File: src/sbc_pkg.sv
// Package with register map, field positions and reset values of the system bus control bank
package sbc_pkg;
   // -----------------------------------------------------------------
   // Register offsets
   // -----------------------------------------------------------------
   localparam logic [15:0] SBC_BUS_CTRL_OFS   = 16'hff00;
   localparam logic [15:0] SBC_STACK_PAGE_OFS = 16'hff01;
   localparam logic [15:0] SBC_REL_CTRL_OFS   = 16'hff02;
   // -----------------------------------------------------------------
   // Field positions
   // -----------------------------------------------------------------
   localparam int SBC_BUS_EXP_BIT   = 6;
   localparam int SBC_CS_EN_LSB     = 0;
   localparam int SBC_REL_EN_BIT    = 7;
   localparam int SBC_WAIT_LSB      = 4;
   localparam int SBC_CLK_SEL_BIT   = 3;
   localparam int SBC_OSC_ON_BIT    = 2;
   // -----------------------------------------------------------------
   // Reset values
   // -----------------------------------------------------------------
   localparam logic [7:0] SBC_BUS_CTRL_RST_MCU = 8'h30;
   localparam logic [7:0] SBC_BUS_CTRL_RST_MPU = 8'h71;
   localparam logic [7:0] SBC_STACK_PAGE_RST   = 8'h00;
   localparam logic [7:0] SBC_REL_CTRL_RST     = 8'h00;
   // -----------------------------------------------------------------
   // Timing
   // -----------------------------------------------------------------
   localparam logic [3:0] SBC_SP_GUARD_INSTR = 4'h1;
   // Access phase of the bus cycle
   typedef enum logic [2:0] {
      SBC_PH_IDLE = 3'b001,
      SBC_PH_WAIT = 3'b010,
      SBC_PH_LAST = 3'b100
   } sbc_phase_type;
endpackage

File: src/sbc_system_bus_control_regs.sv
// System bus control register bank with chip-select, wait and bus-release pin steering
// Overview of operation
// RULE_01: Bus-expansion bit picks expanded or single chip; external-ROM mode always expanded.
// RULE_02: Set chip-select enable bit routes active-low chip select to its shared pin.
// RULE_03: Cleared enable bit, or single chip mode, leaves pin as port output.
// RULE_04: Eight-bit read/write stack page register supplies upper stack address page.
// RULE_05: Software keeps stack page 0 in single chip, 0 to 27H expanded.
// RULE_06: Bus-release enable turns shared pins into request input and acknowledge output.
// RULE_07: Wait code inserts twice its value in half-clock states, zero to fourteen.
// RULE_08: Clock select bit runs the CPU from fast oscillator when set.
// RULE_09: Oscillator control bit turns the fast oscillator on when set.
// RULE_10: All interrupts blocked until both first and stack page registers written.
// RULE_11: Internal-ROM reset clears all bits except spare bits 5 and 4.
// RULE_12: External-ROM reset sets expansion, chip-select 0 and spare bits 5, 4.
// RULE_13: Wait states go between T3 and T4, external fast-clock accesses only.
// RULE_14: Enabled chip select asserts only during its external area access.
// RULE_15: Stack page write blocks interrupts for one more instruction period.
// RULE_16: Spare bits store and read back written values without other effect.
`timescale 1ns/10ps
module sbc_system_bus_control_regs
   import sbc_pkg::*;
(
   input  wire logic        clk,
   input  wire logic        nrst,
   input  wire logic        extRomMode,
   input  wire logic [15:0] regAddr,
   input  wire logic [7:0]  regWdata,
   input  wire logic        regWr,
   input  wire logic        regRd,
   output logic      [7:0]  regRdata,
   input  wire logic [3:0]  chipSelArea,
   input  wire logic        extAccess,
   input  wire logic        busT3Done,
   output logic             busWaitHold,
   input  wire logic        instrEnd,
   output logic             intBlock,
   output logic      [7:0]  stackPage,
   output logic             busExpanded,
   input  wire logic [3:0]  chipSelPortData,
   output logic      [3:0]  chipSelSharedPorts,
   input  wire logic        busReqSharedInput,
   output logic             busReleaseRequest,
   output logic             portInData,
   input  wire logic        busAckLow,
   input  wire logic        busAckPortData,
   output logic             busAckSharedOutput,
   output logic             cpuClockSelect,
   output logic             fastOscEnable
);
   // -----------------------------------------------------------------
   // Reset release and strap capture
   // -----------------------------------------------------------------
   logic       rstMeta_r;
   logic       rstSync_r;
   logic       strapDone_r;
   logic       mpuMode_r;
   logic [2:0] reqSync_r;
   logic       reqStable_r;

   always_ff @(posedge clk or negedge nrst) begin
      if (!nrst) begin
         rstMeta_r <= 1'b0;
         rstSync_r <= 1'b0;
      end else begin
         rstMeta_r <= 1'b1;
         rstSync_r <= rstMeta_r;
      end
   end

   // Strap sampled in the first cycle after release
   always_ff @(posedge clk or negedge rstSync_r) begin
      if (!rstSync_r) begin
         strapDone_r <= 1'b0;
         mpuMode_r   <= 1'b0;
      end else if (!strapDone_r) begin
         strapDone_r <= 1'b1;
         mpuMode_r   <= extRomMode;
      end
   end

   // -----------------------------------------------------------------
   // Registers
   // -----------------------------------------------------------------
   logic [7:0] busCtrl_r;
   logic [7:0] stackPage_r;
   logic [7:0] relCtrl_r;
   logic       wrBus;
   logic       wrPage;
   logic       wrRel;

   always_comb begin
      wrBus  = 1'b0;
      wrPage = 1'b0;
      wrRel  = 1'b0;
      if (regWr && regAddr == SBC_BUS_CTRL_OFS) begin
         wrBus = 1'b1;
      end else if (regWr && regAddr == SBC_STACK_PAGE_OFS) begin
         wrPage = 1'b1;
      end else if (regWr && regAddr == SBC_REL_CTRL_OFS) begin
         wrRel = 1'b1;
      end
   end

   // Mode-dependent reset value applied once the strap is known
   always_ff @(posedge clk or negedge rstSync_r) begin
      if (!rstSync_r) begin
         busCtrl_r <= SBC_BUS_CTRL_RST_MCU; // [RULE_11]
      end else if (!strapDone_r) begin
         busCtrl_r <= extRomMode ? SBC_BUS_CTRL_RST_MPU : SBC_BUS_CTRL_RST_MCU; // [RULE_12]
      end else if (wrBus) begin
         busCtrl_r <= regWdata; // [RULE_16]
      end
   end

   always_ff @(posedge clk or negedge rstSync_r) begin
      if (!rstSync_r) begin
         stackPage_r <= SBC_STACK_PAGE_RST;
      end else if (wrPage) begin
         stackPage_r <= regWdata; // [RULE_04]
      end
   end

   always_ff @(posedge clk or negedge rstSync_r) begin
      if (!rstSync_r) begin
         relCtrl_r <= SBC_REL_CTRL_RST;
      end else if (wrRel) begin
         relCtrl_r <= regWdata;
      end
   end

   // -----------------------------------------------------------------
   // Read port
   // -----------------------------------------------------------------
   always_ff @(posedge clk or negedge rstSync_r) begin
      if (!rstSync_r) begin
         regRdata <= 8'h00;
      end else if (!regRd) begin
         regRdata <= 8'h00;
      end else if (regAddr == SBC_BUS_CTRL_OFS) begin
         regRdata <= busCtrl_r;
      end else if (regAddr == SBC_STACK_PAGE_OFS) begin
         regRdata <= stackPage_r;
      end else if (regAddr == SBC_REL_CTRL_OFS) begin
         regRdata <= relCtrl_r;
      end else begin
         regRdata <= 8'h00;
      end
   end

   // -----------------------------------------------------------------
   // Interrupt blocking
   // -----------------------------------------------------------------
   logic       seenBus_r;
   logic       seenPage_r;
   logic [3:0] guardCnt_r;

   always_ff @(posedge clk or negedge rstSync_r) begin
      if (!rstSync_r) begin
         seenBus_r  <= 1'b0;
         seenPage_r <= 1'b0;
      end else begin
         if (wrBus) begin
            seenBus_r <= 1'b1;
         end
         if (wrPage) begin
            seenPage_r <= 1'b1;
         end
      end
   end

   // Counts instruction ends after a stack page write
   always_ff @(posedge clk or negedge rstSync_r) begin
      if (!rstSync_r) begin
         guardCnt_r <= 4'h0;
      end else if (wrPage) begin
         guardCnt_r <= SBC_SP_GUARD_INSTR + 4'h1; // [RULE_15]
      end else if (instrEnd && guardCnt_r != 4'h0) begin
         guardCnt_r <= guardCnt_r - 4'h1;
      end
   end

   assign intBlock = !(seenBus_r && seenPage_r) || wrPage || guardCnt_r != 4'h0; // [RULE_10] [RULE_15]

   // -----------------------------------------------------------------
   // Bus mode, chip selects and pin steering
   // -----------------------------------------------------------------
   logic [3:0] csOn;

   assign busExpanded = mpuMode_r || busCtrl_r[SBC_BUS_EXP_BIT]; // [RULE_01]
   assign stackPage   = stackPage_r;

   always_comb begin
      for (int i = 0; i < 4; i++) begin
         csOn[i] = busExpanded && busCtrl_r[SBC_CS_EN_LSB + i]; // [RULE_02] [RULE_03]
         chipSelSharedPorts[i] = csOn[i] ? !(chipSelArea[i] && extAccess) // [RULE_14]
                                         : chipSelPortData[i]; // [RULE_03]
      end
   end

   logic relEn;
   assign relEn = relCtrl_r[SBC_REL_EN_BIT];

   // Request pin through three flops; change taken when last two agree
   always_ff @(posedge clk or negedge rstSync_r) begin
      if (!rstSync_r) begin
         reqSync_r   <= 3'b111;
         reqStable_r <= 1'b1;
      end else begin
         reqSync_r <= {reqSync_r[1:0], busReqSharedInput};
         if (reqSync_r[1] == reqSync_r[2]) begin
            reqStable_r <= reqSync_r[2];
         end
      end
   end

   assign busReleaseRequest  = relEn && !reqStable_r; // [RULE_06]
   assign portInData         = reqStable_r;
   assign busAckSharedOutput = relEn ? busAckLow : busAckPortData; // [RULE_06]

   assign cpuClockSelect = relCtrl_r[SBC_CLK_SEL_BIT]; // [RULE_08]
   assign fastOscEnable  = relCtrl_r[SBC_OSC_ON_BIT];  // [RULE_09]

   // -----------------------------------------------------------------
   // Wait insertion between T3 and T4
   // -----------------------------------------------------------------
   sbc_phase_type phase_r;
   logic [3:0]    waitCnt_r;
   logic [3:0]    waitStates;

   assign waitStates = {relCtrl_r[SBC_WAIT_LSB +: 3], 1'b0}; // [RULE_07]

   // One half-clock state per clk cycle
   always_ff @(posedge clk or negedge rstSync_r) begin
      if (!rstSync_r) begin
         phase_r   <= SBC_PH_IDLE;
         waitCnt_r <= 4'h0;
      end else begin
         case (phase_r)
            SBC_PH_IDLE: begin
               if (busT3Done && extAccess && cpuClockSelect && waitStates != 4'h0) begin // [RULE_13]
                  phase_r   <= SBC_PH_WAIT;
                  waitCnt_r <= waitStates - 4'h2; // [RULE_07]
               end
            end
            SBC_PH_WAIT: begin
               if (waitCnt_r == 4'h0) begin
                  phase_r <= SBC_PH_LAST;
               end else begin
                  waitCnt_r <= waitCnt_r - 4'h1;
               end
            end
            SBC_PH_LAST: begin
               phase_r <= SBC_PH_IDLE;
            end
            default: begin
               phase_r <= SBC_PH_IDLE;
            end
         endcase
      end
   end

   assign busWaitHold = (phase_r == SBC_PH_WAIT) ||
                        (phase_r == SBC_PH_IDLE && busT3Done && extAccess &&
                         cpuClockSelect && waitStates != 4'h0); // [RULE_13]

endmodule

File: config.mk
export PLATFORM = sky130hd
export DESIGN_NAME = sbc_system_bus_control_regs
export DESIGN_NICKNAME = d
export VERILOG_FILES = /design/src/sbc_pkg.sv /design/src/sbc_system_bus_control_regs.sv
export SDC_FILE = /design/constraint.sdc
export NUM_CORES = 1
export LEC_CHECK = 0
export BUFFER_PORTS_ARGS = -buffer_cell sky130_fd_sc_hd__buf_2
export CAP_MARGIN = 20
export CORE_AREA = 2 2 82 84
export CTS_BUF_LIST = sky130_fd_sc_hd__clkbuf_8
export DETAILED_ROUTE_END_ITERATION = 8
export DIE_AREA = 0 0 84 86
export GPL_ROUTABILITY_DRIVEN = 1
export GPL_TIMING_DRIVEN = 0
export SYNTH_ARGS = -nofsm -noshare
export SYNTH_HDL_FRONTEND = slang
export SYNTH_SLANG_ARGS = --single-unit
File: constraint.sdc
create_clock -name clk -period 5.9 [get_ports clk]
set_clock_uncertainty 0.05 [all_clocks]
set_input_delay 1.18 -clock clk [delete_from_list [all_inputs] [get_ports clk]]
set_output_delay 1.18 -clock clk [all_outputs]
set_load 0.05 [all_outputs]
* Word level (Yosys, flattened, before mapping)
Index checks and enable logic that the tools add are counted.
** Storage, ports and cells
- Flip-flop bits (word level) :: 53
- Input bits :: 43
- Word-level logic and storage cells :: 92
** Operators by class
- Add/sub/neg operators :: 3
- Eq/ne operators :: 10
- Multiplexer cells :: 26
- Reductions and logical operators :: 38
** Operators with widths (number)
- $eq 16x16->1 const B :: 3
- $mux 8 :: 6
- $logic_and 1x1->1 :: 21
- $mux 4 :: 4
- $mux 1 :: 11
- $pmux 4 s2 :: 1
- $reduce_bool 4->1 :: 2
- $sub 4x1->4 const B :: 2
- $mux 7 :: 1
- $logic_not 1->1 :: 6
- $mux 3 :: 2
- $ne 2x2->1 const B :: 3
- $pmux 3 s2 :: 1
- $logic_not 4->1 :: 1
- $logic_or 1x1->1 :: 4
- $reduce_bool 2->1 :: 2
- $sub 4x2->4 const B :: 1
- $eq 3x1->1 const B :: 1
- $eq 3x2->1 const B :: 1
- $reduce_and 3->1 :: 1
- $ne 2x1->1 const B :: 1
- $reduce_and 2->1 :: 1
- $eq 1x1->1 :: 1

* Logic depth before layout (Yosys ltp)
- Depth in word-level cells :: 6
- Depth in mapped cells :: 6
- Gate-level depth less buffers :: 6

* Least setup slack after synthesis
Ideal clock, no wire load.
- Kind :: input port to output port
- Start :: in regAddr[5]
- End :: out intBlock
- Arrival time :: 2659 ps
- Path slack :: 2011 ps
- Stages on the path :: 5
- Buffers on the path :: 1
- Cells stage by stage :: or4_4 nor4_4 and3_1 buf_6 or3_2
** On the way
- Word-level cells in the longest chain between the ends :: 6
** Ends and longest elaborated chain
- start, declared :: line sbc_system_bus_control_regs.sv:26 : input wire logic [15:0] regAddr,
- $eq 16x16->1 :: line sbc_system_bus_control_regs.sv:97 : end else if (regWr && regAddr == SBC_STACK_PAGE_OFS) begin
- $logic_and 1x1->1 :: line sbc_system_bus_control_regs.sv:97
- $mux 1 :: line sbc_system_bus_control_regs.sv:97
- $mux 1 (*) :: line sbc_system_bus_control_regs.sv:95 : if (regWr && regAddr == SBC_BUS_CTRL_OFS) begin
- $logic_or 1x1->1 (*) (2 in a row) :: line sbc_system_bus_control_regs.sv:182 : assign intBlock = !(seenBus_r && seenPage_r) || wrPage || guardCnt_r != 4'h0;
- end, declared :: line sbc_system_bus_control_regs.sv:36 : output logic intBlock,
Mark *: on every way between the ends. The rest lies on a longest branch, timed or not.

* Final worst setup path
Same ends and word-level chain as after synthesis.

==> results.cfg <==
[worst_setup_path]
slowest_stage = or4_4
reg2reg_slack_ps = 3920
arrival_ps = 2950
criticalPathCategory = in -> out
crit_top_cell = buf_2
reg2regPathDepth = 4
max_stage_delay_ps = 540
cp.buffers_inverters = 3
critPathTopFamily = simple AND/OR/NAND/NOR gates
setup.worst_path.start = regAddr[5]
path_cells = buf_2, or4_4, nor4_4, and3_1, buf_6, or3_2, buf_2
rr_endpoint = waitCnt_r[1]
cp-start-kind = input port
critPathRequiredTime_ps = 4670
rr_startpoint = phase_r[2]
crit_fanout = 5
end_kind = output port

[synth]
yosysTopAreaCell = dfrtp_1
synthFlopType = dfrtp_1
synth_area_leaders = dfrtp_1 46%, dfstp_2 7.3%, mux2_2 6.2%
synth-compound-area-share_pct = 8.610
synth_async_sr_flop_share_pct = 100.0
syn_area_um2 = 2529
avgSynthCellArea_um2 = 11.24
synth_edf_count = 0
synthTopCellsByCount = 46 x dfrtp_1, 23 x nor2_1, 15 x nand2_1
synth.distinct_cells = 47
yosysSeqAreaShare_pct = 52.80
synth_adder_area_share_pct = 2.870
synthSimpleGateAreaFrac_pct = 17.57
post-synth-top-count-cell = dfrtp_1
yosys_warnings = 0
synth_top_cell_area_share_pct = 45.52
synth_xor_area_share_pct = 1.039
synth-seq-cells = 53
synth_mux_area_share_pct = 12.77
syn_inst = 225
synth_top_family_by_area = simple AND/OR/NAND/NOR gates

[layout]
fin_nets = 351
antennaDiodeCount = 0
final_cells = 381
fillerInstances = 573
final_layout_size_suffix_gt1_share_pct = 40.13
area_growth_pct = 23.21

[power_and_ir_drop]
p_per_area_nw_per_um2 = 244.9
p_leak_uw = 0.001552
vdd.ir_drop.worst_mv = 0.1178
p_int_uw = 566.8
clkPwrFrac_pct = 33.9
p_seq_share_pct = 52.1
combPwrFrac_pct = 14.0
switching_power_uw = 196.1
p_sw_share_pct = 25.70

[clock_network]
htreeDepth = 2
cts_hold_buffers = 0
post_cts_buffers = 0
cts_buffer_depth = 2
cts_made_buffers = 5
tritoncts = yes
insertion_delay_ps = 310
clk_pin_slew_ps = 90
cts-root-buf = clkbuf_8
cts.sinks = 53
cts_resized = 0

[detailed_routing]
drt-total-wl_um = 5446
detail_route.wl_per_cell_um = 14.29
dr.first_iter.drc_count = 101
drc = 0
via_per_inst = 5.068
dr.pass1.iters = 5
vias = 1931
ant_nets = 0

[timing]
maxSlewViolCount = 0
hold_viol_final = 0
setup_violations = 0
setup_tns_ps = 0
finalWorstSetupSlack_ps = 1716
fin_crit_ps = 4184
maxSlewHeadroom_pct = 59.91
tightest_slew_ps = 601.3
rsz0062_at_grt = no
fmax_mhz = 239.0
layout_worst_path_cycle_share_pct = 70.91

[floorplan]
io-pin-count = 71
die_h_um = 86
fp.coreArea_um2 = 6277
rows = 29
initial_core_util_pct = 40.28
die_area_um2 = 7224
die-width_um = 84

[global_route]
grt_use_total_pct = 16.15
grt_overflow = 0
grt_pass1_vias = 1884
antenna_found_initial = 0
grt_pass1_wl_um = 9108
grt_max_degree = 40

[place]
placedCellCount = 373
dp_worst_setup_slack_ps = 1710
port_buffers = 69
post-dp-hpwl_um = 4155
place_congestion = 0.7961

[outcome]
outcome = finished, final reports clean

[flow_run]
drv_cap = 0

[hold_path]
min_path_type = reg -> async
==> metrics by stage <==
step	utilization [%]	total power, µW	cell area, µm²	hold slack (ps)
global route	49.63	806.5	3115	147.2
global placement	47.38	508.9	2974	285.5
CTS	49.63	771.2	3115	133.1
detailed placement	47.72	513.9	2995	122.8
floorplan	-	476.0	2532	281.2
finish	49.63	762.9	3115	117.5
==> worst max path at each step <==
stage	slack (ps)	depth (start not counted)	to
after floorplan	2010	5	intBlock
after global placement	1740	7	intBlock
after detailed placement	1710	7	intBlock
after CTS	1710	7	intBlock
after global routing	1630	7	intBlock
final	1720	7	intBlock
==> layer usage <==
| layer | vias to the layer above | track usage, % | part of all wire, % |
|---|---|---|---|
| li1 | 938 | - | - |
| met1 | 926 | 21.70 | 47 |
| met2 | 60 | 25.16 | 46 |
| met3 | 7 | 3.465 | 5.0 |
| met4 | 0 | 7.478 | 1.9 |
| met5 | - | 0 | 0 |
==> power groups by stage <==
stage / Clock (µW) / Combinational, µW / Sequential, µW
6_report: 258 / 107 / 397
5_1_grt: 283 / 123 / 400
4_1_cts: 264 / 109 / 398
3_5_place_dp: 0 / 109 / 405
3_3_place_gp: 0 / 99.6 / 409
2_1_floorplan: 0 / 69.5 / 407
==> cell type report <==
| type | count | area, µm² | area share (%) |
|---|---|---|---|
| repair buffers | 70 | 365.4 | 11.73 |
| flip-flops and latches | 53 | 1336 | 42.89 |
| multi-input cells | 153 | 1091 | 35.02 |
| inverters | 13 | 48.80 | 1.566 |
| clock inverters | 2 | 37.54 | 1.205 |
| clock buffers | 6 | 82.58 | 2.651 |
| well taps | 77 | 96.34 | 3.092 |
| plain buffers | 7 | 57.56 | 1.847 |
==> cell usage in the layout (no fill, tap or decap), types with 9 or more instances in the layout <==
master   Yosys  layout
dfrtp_1     46      45
nor3_1      10      10
mux2_2      14      14
buf_2        0      69
a21oi_1     12      12
mux2i_1      9       9
nor2_1      23      23
inv_1       13      13
nand2_1     15      15
==> cell families (layout without fill, tap and decap cells) <==
| kind of cell | after synthesis | count (layout) |
|---|---|---|
| multiplexers | 28 | 28 |
| AND/OR/NAND/NOR | 78 | 78 |
| other | 1 | 2 |
| adder cells (fa/ha/maj) | 6 | 6 |
| buffers and inverters | 20 | 98 |
| XOR/XNOR | 3 | 3 |
| AO/OA/AOI/OAI | 36 | 36 |
| flip-flops | 53 | 53 |
==> flip-flops by register name, indices dropped and copies added (netlist names) <==
signal / cells
busCtrl_r: 8
regRdata: 8
relCtrl_r: 8
stackPage: 8
guardCnt_r: 4
waitCnt_r: 4
phase_r: 3
reqSync_r: 3
mpuMode_r: 1
portInData: 1
rstMeta_r: 1
rstSync_r: 1
seenBus_r: 1
seenPage_r: 1
strapDone_r: 1
Note: power is estimated with default switching activity, not from simulation.
